### config.mk
export PLATFORM = sky130hd
export DESIGN_NAME = lmr_readout
export DESIGN_NICKNAME = d
export VERILOG_FILES = /design/src/lmr_pkg.sv /design/src/lmr_bias_comp.sv /design/src/lmr_readout.sv
export VERILOG_INCLUDE_DIRS = /design/src /design/src/src
export SDC_FILE = /design/constraint.sdc
export NUM_CORES = 1
export LEC_CHECK = 0
export BUFFER_PORTS_ARGS = -buffer_cell sky130_fd_sc_hd__buf_4
export CORE_ASPECT_RATIO = 2
export CORE_MARGIN = 1.5
export CORE_UTILIZATION = 55
export DETAILED_ROUTE_END_ITERATION = 10
export GPL_TIMING_DRIVEN = 0
export HOLD_SLACK_MARGIN = 0.02
export PLACE_DENSITY = 0.92
export SYNTH_ARGS = -nofsm -noshare
export SYNTH_HDL_FRONTEND = slang
export SYNTH_HIERARCHICAL = 1
export SYNTH_SLANG_ARGS = --single-unit
### constraint.sdc
create_clock -name aclk -period 4.5 [get_ports aclk]
set_clock_uncertainty 0.05 [all_clocks]
set_input_delay 0.225 -clock aclk [delete_from_list [all_inputs] [get_ports aclk]]
set_output_delay 0.225 -clock aclk [all_outputs]
set_load 0.02 [all_outputs]
### src/lmr_regs.svh
`ifndef LMR_REGS_SVH
`define LMR_REGS_SVH
// What this block does
// - Loop voltage bit 6 flags negative polarity.
// - Loop voltage bits 5:0 magnitude, 1.5 V/code.
// - Loop current bit 6 flags reverse flow.
// - Loop current bits 5:0 magnitude, 1.25 mA/code.
// - TIP voltage: unsigned 8-bit, .376 V steps.
// - RING voltage: unsigned 8-bit, same scale.
// - Two battery voltage registers, same scale.
// - First transistor current, 8-bit, .319 mA steps.
// - Second transistor current, same scale.
// - Extended bias on: exclude added bias current.

// Register indices; the byte address is four times the index.
`define LMR_IDX_LOOP_VOLTAGE 10'h04E
`define LMR_IDX_LOOP_CURRENT 10'h04F
`define LMR_IDX_TIP_VOLTAGE 10'h050
`define LMR_IDX_RING_VOLTAGE 10'h051
`define LMR_IDX_BATTERY_A 10'h052
`define LMR_IDX_BATTERY_B 10'h053
`define LMR_IDX_FIRST_TRANSISTOR 10'h054
`define LMR_IDX_SECOND_TRANSISTOR 10'h055
`define LMR_IDX_BIAS_CONTROL 10'h060
`define LMR_IDX_SAMPLE_COUNT 10'h061

// Field positions.
`define LMR_SIGN_BIT 6
`define LMR_MAG_MSB 5
`define LMR_BIAS_ENABLE_BIT 0
`define LMR_BIAS_SETTING_LSB 8
`define LMR_BIAS_SETTING_MSB 15

// Reset values.
`define LMR_RESET_MEAS 8'h00
`define LMR_RESET_BIAS_SETTING 8'h00
`define LMR_RESET_COUNT 16'h0000

// Largest magnitude code of a loop register.
`define LMR_MAG_MAX 6'h3F

`endif

### src/lmr_pkg.sv
package lmr_pkg;

  typedef logic [7:0] lmr_byte_t;

  typedef enum logic [1:0] {
    LMR_RESP_OKAY = 2'h0,
    LMR_RESP_SLVERR = 2'h2
  } lmr_resp_t;

endpackage : lmr_pkg

### src/lmr_bias_comp.sv
`include "lmr_regs.svh"

module lmr_bias_comp (
  // Clock and reset
  input wire logic aclk,
  input wire logic aresetn,
  // Raw sample and its strobe
  input wire logic load,
  input wire lmr_pkg::lmr_byte_t raw_current,
  // Extended bias state
  input wire logic bias_enable,
  input wire lmr_pkg::lmr_byte_t bias_current,
  // Reported value
  output lmr_pkg::lmr_byte_t reported_ff
);

  // Subtracting below zero would wrap to a large current, so the result floors at zero.
  logic [8:0] diff;
  lmr_pkg::lmr_byte_t nxt_reported;

  assign diff = {1'b0, raw_current} - {1'b0, bias_current};
  assign nxt_reported = !bias_enable ? raw_current :
                        (diff[8] ? `LMR_RESET_MEAS : diff[7:0]);

  always_ff @(posedge aclk) begin
    if (!aresetn) begin
      reported_ff <= `LMR_RESET_MEAS;
    end else if (load) begin
      reported_ff <= nxt_reported;
    end
  end

endmodule : lmr_bias_comp

### src/lmr_readout.sv
// Chosen here: the AXI4-Lite interface to the registers.
`include "lmr_regs.svh"

module lmr_readout #(
  parameter int ADDR_W = 12
) (
  // Clock and reset
  input wire logic aclk,
  input wire logic aresetn,
  // AXI4-Lite write address channel
  input wire logic [ADDR_W-1:0] awaddr,
  input wire logic [2:0] awprot,
  input wire logic awvalid,
  output logic awready,
  // AXI4-Lite write data channel
  input wire logic [31:0] wdata,
  input wire logic [3:0] wstrb,
  input wire logic wvalid,
  output logic wready,
  // AXI4-Lite write response channel
  output logic [1:0] bresp,
  output logic bvalid,
  input wire logic bready,
  // AXI4-Lite read address channel
  input wire logic [ADDR_W-1:0] araddr,
  input wire logic [2:0] arprot,
  input wire logic arvalid,
  output logic arready,
  // AXI4-Lite read data channel
  output logic [31:0] rdata,
  output logic [1:0] rresp,
  output logic rvalid,
  input wire logic rready,
  // Converter samples, all valid when sample_valid is high
  input wire logic sample_valid,
  input wire logic [7:0] loop_voltage_raw,
  input wire logic [7:0] loop_current_raw,
  input wire lmr_pkg::lmr_byte_t tip_voltage_raw,
  input wire lmr_pkg::lmr_byte_t ring_voltage_raw,
  input wire lmr_pkg::lmr_byte_t battery_voltage_raw_a,
  input wire lmr_pkg::lmr_byte_t battery_voltage_raw_b,
  input wire lmr_pkg::lmr_byte_t first_transistor_raw,
  input wire lmr_pkg::lmr_byte_t second_transistor_raw,
  // Extended bias controls towards the line driver
  output logic extended_bias_enable,
  output lmr_pkg::lmr_byte_t extended_bias_current_setting
);

  // Signed code to sign flag plus saturated six-bit magnitude.
  function automatic logic [6:0] sign_mag(input logic [7:0] v);
    logic [7:0] mag;
    mag = v[7] ? 8'(~v + 8'h01) : v;
    if (mag > 8'({2'h0, `LMR_MAG_MAX})) begin
      mag = 8'({2'h0, `LMR_MAG_MAX});
    end
    return {v[7], mag[5:0]};
  endfunction : sign_mag

  // Byte address to register index.
  function automatic logic [9:0] idx_of(input logic [ADDR_W-1:0] a);
    return 10'(a >> 2);
  endfunction : idx_of

  // Measurement registers.
  logic [6:0] loop_voltage_ff;
  logic [6:0] loop_current_ff;
  lmr_pkg::lmr_byte_t tip_voltage_value_ff;
  lmr_pkg::lmr_byte_t ring_voltage_value_ff;
  lmr_pkg::lmr_byte_t battery_voltage_value_a_ff;
  lmr_pkg::lmr_byte_t battery_voltage_value_b_ff;
  lmr_pkg::lmr_byte_t first_transistor_current_value;
  lmr_pkg::lmr_byte_t second_transistor_current_value;
  logic [15:0] sample_count_ff;

  // Control registers.
  logic bias_enable_ff;
  lmr_pkg::lmr_byte_t bias_setting_ff;

  // Bus state.
  logic aw_held_ff;
  logic w_held_ff;
  logic [ADDR_W-1:0] awaddr_ff;
  logic [31:0] wdata_ff;
  logic [3:0] wstrb_ff;
  logic bvalid_ff;
  logic [1:0] bresp_ff;
  logic rvalid_ff;
  logic [31:0] rdata_ff;
  logic [1:0] rresp_ff;

  // Loop quantities arrive as two's complement and are split into sign and magnitude.
  logic [6:0] nxt_loop_voltage;
  logic [6:0] nxt_loop_current;
  assign nxt_loop_voltage = sign_mag(loop_voltage_raw);
  assign nxt_loop_current = sign_mag(loop_current_raw);

  always_ff @(posedge aclk) begin
    if (!aresetn) begin
      loop_voltage_ff <= 7'h00;
      loop_current_ff <= 7'h00;
      tip_voltage_value_ff <= `LMR_RESET_MEAS;
      ring_voltage_value_ff <= `LMR_RESET_MEAS;
      battery_voltage_value_a_ff <= `LMR_RESET_MEAS;
      battery_voltage_value_b_ff <= `LMR_RESET_MEAS;
    end else if (sample_valid) begin
      loop_voltage_ff <= nxt_loop_voltage;
      loop_current_ff <= nxt_loop_current;
      tip_voltage_value_ff <= tip_voltage_raw;
      ring_voltage_value_ff <= ring_voltage_raw;
      battery_voltage_value_a_ff <= battery_voltage_raw_a;
      battery_voltage_value_b_ff <= battery_voltage_raw_b;
    end
  end

  always_ff @(posedge aclk) begin
    if (!aresetn) begin
      sample_count_ff <= `LMR_RESET_COUNT;
    end else if (sample_valid) begin
      sample_count_ff <= sample_count_ff + 16'h0001;
    end
  end

  // Transistor currents pass through bias compensation before they are reported.
  lmr_bias_comp u_first_comp (
    .aclk(aclk),
    .aresetn(aresetn),
    .load(sample_valid),
    .raw_current(first_transistor_raw),
    .bias_enable(bias_enable_ff),
    .bias_current(bias_setting_ff),
    .reported_ff(first_transistor_current_value)
  );

  lmr_bias_comp u_second_comp (
    .aclk(aclk),
    .aresetn(aresetn),
    .load(sample_valid),
    .raw_current(second_transistor_raw),
    .bias_enable(bias_enable_ff),
    .bias_current(bias_setting_ff),
    .reported_ff(second_transistor_current_value)
  );

  // Write path: address and data are taken in either order and held until both are present.
  logic aw_take;
  logic w_take;
  logic aw_have;
  logic w_have;
  logic do_write;
  logic [ADDR_W-1:0] wr_addr;
  logic [31:0] wr_data;
  logic [3:0] wr_strb;
  logic [9:0] wr_idx;
  logic wr_is_ctrl;
  logic wr_is_meas;
  logic wr_mapped;

  assign awready = !aw_held_ff && !bvalid_ff;
  assign wready = !w_held_ff && !bvalid_ff;
  assign aw_take = awvalid && awready;
  assign w_take = wvalid && wready;
  assign aw_have = aw_held_ff || aw_take;
  assign w_have = w_held_ff || w_take;
  assign do_write = aw_have && w_have && !bvalid_ff;
  assign wr_addr = aw_held_ff ? awaddr_ff : awaddr;
  assign wr_data = w_held_ff ? wdata_ff : wdata;
  assign wr_strb = w_held_ff ? wstrb_ff : wstrb;
  assign wr_idx = idx_of(wr_addr);
  assign wr_is_ctrl = wr_idx == `LMR_IDX_BIAS_CONTROL;
  assign wr_is_meas = (wr_idx >= `LMR_IDX_LOOP_VOLTAGE) && (wr_idx <= `LMR_IDX_SECOND_TRANSISTOR);
  assign wr_mapped = wr_is_ctrl || wr_is_meas || (wr_idx == `LMR_IDX_SAMPLE_COUNT);

  always_ff @(posedge aclk) begin
    if (!aresetn) begin
      aw_held_ff <= 1'b0;
      awaddr_ff <= '0;
    end else if (do_write) begin
      aw_held_ff <= 1'b0;
    end else if (aw_take) begin
      aw_held_ff <= 1'b1;
      awaddr_ff <= awaddr;
    end
  end

  always_ff @(posedge aclk) begin
    if (!aresetn) begin
      w_held_ff <= 1'b0;
      wdata_ff <= 32'h0000_0000;
      wstrb_ff <= 4'h0;
    end else if (do_write) begin
      w_held_ff <= 1'b0;
    end else if (w_take) begin
      w_held_ff <= 1'b1;
      wdata_ff <= wdata;
      wstrb_ff <= wstrb;
    end
  end

  // Only the control word stores; writes to measurement registers change nothing.
  always_ff @(posedge aclk) begin
    if (!aresetn) begin
      bias_enable_ff <= 1'b0;
      bias_setting_ff <= `LMR_RESET_BIAS_SETTING;
    end else if (do_write && wr_is_ctrl) begin
      if (wr_strb[0]) begin
        bias_enable_ff <= wr_data[`LMR_BIAS_ENABLE_BIT];
      end
      if (wr_strb[1]) begin
        bias_setting_ff <= wr_data[`LMR_BIAS_SETTING_MSB:`LMR_BIAS_SETTING_LSB];
      end
    end
  end

  // Read-only registers answer OKAY and ignore the data; unmapped addresses get SLVERR.
  lmr_pkg::lmr_resp_t wr_resp;
  assign wr_resp = wr_mapped ? lmr_pkg::LMR_RESP_OKAY : lmr_pkg::LMR_RESP_SLVERR;

  always_ff @(posedge aclk) begin
    if (!aresetn) begin
      bvalid_ff <= 1'b0;
      bresp_ff <= 2'h0;
    end else if (do_write) begin
      bvalid_ff <= 1'b1;
      bresp_ff <= wr_resp;
    end else if (bready) begin
      bvalid_ff <= 1'b0;
    end
  end

  assign bvalid = bvalid_ff;
  assign bresp = bresp_ff;

  // Read path: one outstanding read, answered one cycle after the address is taken.
  logic ar_take;
  logic [9:0] rd_idx;
  logic rd_mapped;
  lmr_pkg::lmr_byte_t rd_byte;
  logic [31:0] rd_word;
  logic [31:0] ctrl_word;

  assign arready = !rvalid_ff;
  assign ar_take = arvalid && arready;
  assign rd_idx = idx_of(araddr);
  assign ctrl_word = {16'h0000, bias_setting_ff, 7'h00, bias_enable_ff};

  assign rd_byte =
    (rd_idx == `LMR_IDX_LOOP_VOLTAGE) ? {1'b0, loop_voltage_ff} :
    (rd_idx == `LMR_IDX_LOOP_CURRENT) ? {1'b0, loop_current_ff} :
    (rd_idx == `LMR_IDX_TIP_VOLTAGE) ? tip_voltage_value_ff :
    (rd_idx == `LMR_IDX_RING_VOLTAGE) ? ring_voltage_value_ff :
    (rd_idx == `LMR_IDX_BATTERY_A) ? battery_voltage_value_a_ff :
    (rd_idx == `LMR_IDX_BATTERY_B) ? battery_voltage_value_b_ff :
    (rd_idx == `LMR_IDX_FIRST_TRANSISTOR) ? first_transistor_current_value :
    (rd_idx == `LMR_IDX_SECOND_TRANSISTOR) ? second_transistor_current_value :
    `LMR_RESET_MEAS;

  assign rd_mapped = ((rd_idx >= `LMR_IDX_LOOP_VOLTAGE) && (rd_idx <= `LMR_IDX_SECOND_TRANSISTOR))
                     || (rd_idx == `LMR_IDX_BIAS_CONTROL) || (rd_idx == `LMR_IDX_SAMPLE_COUNT);
  assign rd_word = (rd_idx == `LMR_IDX_BIAS_CONTROL) ? ctrl_word :
                   (rd_idx == `LMR_IDX_SAMPLE_COUNT) ? {16'h0000, sample_count_ff} :
                   {24'h00_0000, rd_byte};

  always_ff @(posedge aclk) begin
    if (!aresetn) begin
      rvalid_ff <= 1'b0;
      rdata_ff <= 32'h0000_0000;
      rresp_ff <= 2'h0;
    end else if (ar_take) begin
      rvalid_ff <= 1'b1;
      rdata_ff <= rd_mapped ? rd_word : 32'h0000_0000;
      rresp_ff <= rd_mapped ? lmr_pkg::LMR_RESP_OKAY : lmr_pkg::LMR_RESP_SLVERR;
    end else if (rready) begin
      rvalid_ff <= 1'b0;
    end
  end

  assign rvalid = rvalid_ff;
  assign rdata = rdata_ff;
  assign rresp = rresp_ff;

  // Drive the bias controls straight from their register bits.
  assign extended_bias_enable = bias_enable_ff;
  assign extended_bias_current_setting = bias_setting_ff;

endmodule : lmr_readout

Word-level counts from Yosys, hierarchy flattened:

Index checks and enable logic that the tools add are counted.

* equality and inequality tests: 12
* add/sub/neg operators: 5
* $mul: 0
* reduce and logical (&&, ||, !) cells: 27
* div/mod/pow operators: 0
* multiplexer cells: 28
* bitwise gates (word level): 4
* order comparisons: 6
* shift-type cells: 0

Operator list (number)
* $eq A10 B7 Y1 const B: 12
* $mux W8: 14
* $mux W16: 4
* $ge A10 B7 Y1 const B: 2
* $le A10 B7 Y1 const B: 2
* $sub A8 B8 Y9: 2
* $add A16 B1 Y16 const B: 1
* $add A8 B1 Y8 const B: 2
* $gt A8 B6 Y1 const B: 2
* $not A8 Y8: 2
* $mux W12: 1
* $mux W6: 2
* $logic_and A1 B1 Y1: 10
* $reduce_and A2 Y1: 4
* $logic_or A1 B1 Y1: 6
* $mux W2: 3
* $logic_not A1 Y1: 4
* $mux W1: 4
* $reduce_bool A2 Y1: 2
* $not A1 Y1: 2
* $reduce_or A2 Y1: 1

* memories kept: 0
* output and inout port bits: 50
* memory bits (writable): 0
* memory bits (read-only): 0
* input bits: 138
* register bits: 157
* latch bits: 0

Longest topological paths before layout:

* depth in word-level cells: 12
* mapped depth: 9
* mapped depth without buffers: 9

Hierarchy:

The synthesis kept the hierarchy.

Modules (own cells, without submodules)
* lmr_readout: cells each 659, times used 1, area an instance 5835.6 um^2
* lmr_bias_comp: cells each 96, times used 2, area an instance 744.5 um^2

Worst setup path after synthesis:

OpenSTA, ideal clock, no wires.

* path type: flip-flop to flip-flop
* start: register bias_setting_ff[0] (netlist: extended_bias_current_setting[0])
* end: register u_first_comp.reported_ff[6]
* arrival time: 2.083 ns
* cell stages (with the launch flop): 9
* data required time: 4.376 ns
* library setup time: 0.074 ns
* setup slack: 2.293 ns
* path through: dfxtp_1 -> ha_1 -> inv_1 -> fa_1 -> a211o_1 -> a221oi_1 -> xnor2_1 -> nand3_1 -> a31oi_1

* cells in the longest elaborated chain, start to end: 3

Ends and longest elaborated chain
* from (decl): RTL line lmr_readout.sv:77 `lmr_pkg::lmr_byte_t bias_setting_ff;`
* from (signal assigned): RTL line lmr_readout.sv:203 `` bias_setting_ff <= `LMR_RESET_BIAS_SETTING; ``
* from (signal assigned): RTL line lmr_readout.sv:209 `` bias_setting_ff <= wr_data[`LMR_BIAS_SETTING_MSB:`LMR_BIAS_SETTING_LSB]; ``
* $sub A8 B8 Y9: RTL line lmr_bias_comp.sv:21 `assign diff = {1'b0, raw_current} - {1'b0, bias_current};`
* $mux W8: RTL line lmr_bias_comp.sv:23 `` (diff[8] ? `LMR_RESET_MEAS : diff[7:0]); ``
* $mux W8: RTL line lmr_bias_comp.sv:22 `assign nxt_reported = !bias_enable ? raw_current :`
* to (signal assigned): RTL line lmr_bias_comp.sv:27 `` reported_ff <= `LMR_RESET_MEAS; ``
* to (signal assigned): RTL line lmr_bias_comp.sv:29 `reported_ff <= nxt_reported;`
* to (decl): RTL line lmr_bias_comp.sv:14 `output lmr_pkg::lmr_byte_t reported_ff`

No other way between the ends.
A chain may end at the register's enable or synchronous reset.

Worst setup path in the final report:

* start: register bias_setting_ff[0] (netlist: extended_bias_current_setting[0])
* end: register u_second_comp.reported_ff[6]

* cells in the longest elaborated chain, start to end: 3

Ends and longest elaborated chain (RTL line)
* $sub A8 B8 Y9: lmr_bias_comp.sv:21
* $mux W8: lmr_bias_comp.sv:23
* $mux W8: lmr_bias_comp.sv:22
* to (signal assigned): lmr_bias_comp.sv:27
* to (signal assigned): lmr_bias_comp.sv:29
* to (decl): lmr_bias_comp.sv:14

No other way between the ends.

==> results.py <==
metrics = {
    "grt": {
        "grtUsageTotal_pct": 31.1,
        "grt_max_degree": 24,
        "grt-ovfl-total": 0,
        "antenna_found_initial": 0,
        "grt_pass1_wl_mm": 34.8,
        "grt_pass1_vias": 7138,
    },
    "synth": {
        "ys_ff_latch": 130,
        "ys.flop_type": "dfxtp_1",
        "netlist_top_cells_area": "dfxtp_1, mux2i_1, nor2b_1",
        "synth_edf_count": 0,
        "yosysTopAreaCellShare_pct": 35.5,
        "synth_common_cells": "dfxtp_1, mux2i_1, nor2b_1, o21ai_0",
        "post-synth-top-count-cell": "dfxtp_1",
        "synthDistinctLibCells": 66,
        "async_flop_share_pct": 0,
        "synthCells": 851,
        "netlist_area_um2": 7320,
        "ys_seq_area_share_pct": 35.5,
        "synth_top_area_cell": "dfxtp_1",
        "syn_area_per_cell_um2": 8.61,
        "yosysWarnings": 6,
    },
    "timing": {
        "setup_viol": 0,
        "max_slew_margin_pct": 20.5,
        "finalMaxSlewViolations": 0,
        "period_needed_ns": 2.46,
        "report.final.hold_viol_count": 0,
        "rsz0062_at_grt": "false",
        "tns_ns": 0,
        "fin_crit_sh_pct": 54.7,
        "worst_pin_slew_ns": 1.18,
        "fmax_ghz": 0.407,
    },
    "power_and_ir_drop": {
        "power_density_nw_per_um2": 328,
        "p_leak_uw": 0.00400,
        "vdd_drop_max_mv": 0.299,
    },
    "detailed_routing": {
        "drt-initial-drc-count": 504,
        "final_antenna_net_count": 0,
        "vias": 7293,
        "wirelength_mm": 22.5,
        "wl_per_cell_um": 18.8,
        "drc": 0,
        "drtPass1Iterations": 5,
        "viasPerCell": 6.10,
    },
    "place": {
        "dp.final_hpwl_mm": 16.3,
        "gp_congestion": 0.944,
        "io_buffers": 132,
    },
    "final_layout": {
        "fin_util_pct": 71.1,
        "drive_gt1_share_pct": 19.9,
        "syn_to_final_growth_pct": 26.1,
        "n_antenna_cell": 0,
        "fin_nets": 1191,
    },
    "status": {
        "outcome": "completed",
    },
    "worst_setup_path": {
        "rr_startpoint": "extended_bias_current_setting[0]$_SDFFE_PN0P_",
        "required_ns": 4.79,
        "cp-start-kind": "flop",
        "ff2ff_setup_slack_ns": 2.04,
        "endpoint_kind": "flop",
        "crit_type": "flop to flop",
        "crit_path_start": "extended_bias_current_setting[0]$_SDFFE_PN0P_",
        "arrival_ns": 2.75,
        "cp_max_fo": 7,
    },
    "cts": {
        "cts_buffers": 17,
        "postCtsSetupBuffers": 0,
        "cts-htree-levels": 4,
        "tritoncts": "built",
        "clock-sinks": 130,
        "clock_path_buffers": 2,
        "cts-resized-gates": 0,
        "clock_latency_ns": 0.42,
        "cts_root_buf": "clkbuf_16",
        "clk_pin_slew_worst_paths_ns": 0.06,
    },
    "hold_path": {
        "hp-start": "wdata[10]",
        "min_path_type": "input port to flop",
    },
    "die": {
        "initial_core_util_pct": 56.4,
        "die_w_um": 84.6,
        "core-area_um2": 13000,
        "floorplan.rows": 59,
        "ios": 188,
        "fp.dieH_um": 166,
        "dieArea_um2": 14100,
    },
    "run": {
        "maxCapViolCount": 0,
    },
}
==> sequential cells by signal, indices dropped and copies added (netlist names), 2 cells and up <==
register                       flops
rdata                             16
sample_count_ff                   16
awaddr_ff                         10
wdata_ff                           9
battery_voltage_value_a_ff         8
battery_voltage_value_b_ff         8
extended_bias_current_setting      8
ring_voltage_value_ff              8
tip_voltage_value_ff               8
u_first_comp/reported_ff           8
u_second_comp/reported_ff          8
loop_current_ff                    7
loop_voltage_ff                    7
wstrb_ff                           2
==> cells in the final DEF (no fill, tap or decap), types with 8 or more instances in the layout <==
cell type	n
nor2_1	34
nand4_1	9
nor3_1	11
and2_1	12
mux2_2	9
and3_1	8
o21ai_1	11
nand2_1	53
buf_4	151
o21ai_0	64
a31oi_1	8
xnor2_1	12
nand3_1	23
inv_1	46
a221oi_1	16
ha_1	21
xor2_1	11
clkbuf_16	17
nand3b_1	9
o21a_1	12
dlygate4sd3_1	11
mux2i_1	74
clkbuf_1	30
a21oi_1	53
nor2b_1	68
conb_1	18
dfxtp_1	130
==> per-layer routing <==
| layer | routed length [µm] | track usage [%] |
|---|---|---|
| met3 | 1300 | 4.62 |
| met2 | 11600 | 55.5 |
| met4 | 1560 | 20.9 |
| met5 | 0 | 0 |
| met1 | 8020 | 32.8 |
==> worst max-delay path, cell delays in order, from the launching register on <==
cell and delay [ns]:
dfxtp_1 0.54, ha_1 0.23, inv_1 0.05, fa_1 0.42, a211o_1 0.30, a221oi_1 0.34
xnor2_1 0.16, nand3_1 0.10, a31oi_1 0.18
==> per-stage QoR <==
step	total power [µW]	setup slack, ns	hold WS, ns	std cells	instance area [µm²]
after floorplan	1550	2.29	0.311	868	7390
after global placement	1720	1.90	0.403	1152	8570
after detailed placement	1730	1.97	0.413	1152	8570
after CTS	3030	2.06	0.0200	1195	9240
after global routing	3130	1.94	0.0298	1195	9240
final	3030	2.04	0.0212	1195	9240
==> power breakdown <==
group | switching, µW | internal [µW]
sequential | 43.8 | 1210
combinational | 258 | 222
clock | 562 | 734
==> logic make-up after synthesis <==
family          Yosys count  synth area share (%)
mux                      84                  11.8
xor+xnor                 23                  2.75
compound gates          224                  19.8
other cells               1                0.0512
simple gates            260                  19.5
fa+ha+maj                23                  4.13
buf+inv                 106                  6.51
flops                   130                  35.5
==> final cells by class <==
class / instances / area (µm²)
multi-input combinational: 632 / 4310
fill: 952 / 3760
sequential: 130 / 2600
timing repair buffer: 143 / 1100
clock buffer: 18 / 439
buffer: 60 / 304
tap: 152 / 190
inverter: 46 / 173
clock inverter: 14 / 118
==> timing repair <==
item	in CTS	in global routing
hold buffers	11	0
setup endpoints to repair	0	0
hold endpoints to repair	10	0
==> path summary, 6_finish.rpt <==
check                                                                  to  cells after the start
worst min register to register                      rdata[1]$_SDFFE_PN0P_                      2
worst max-delay path            u_second_comp/reported_ff[6]$_SDFFE_PN0P_                      8
worst max register to register  u_second_comp/reported_ff[6]$_SDFFE_PN0P_                      8
worst min-delay path                            wdata_ff[10]$_SDFFE_PN0P_                      3
Power figures use the tool's default switching activity.
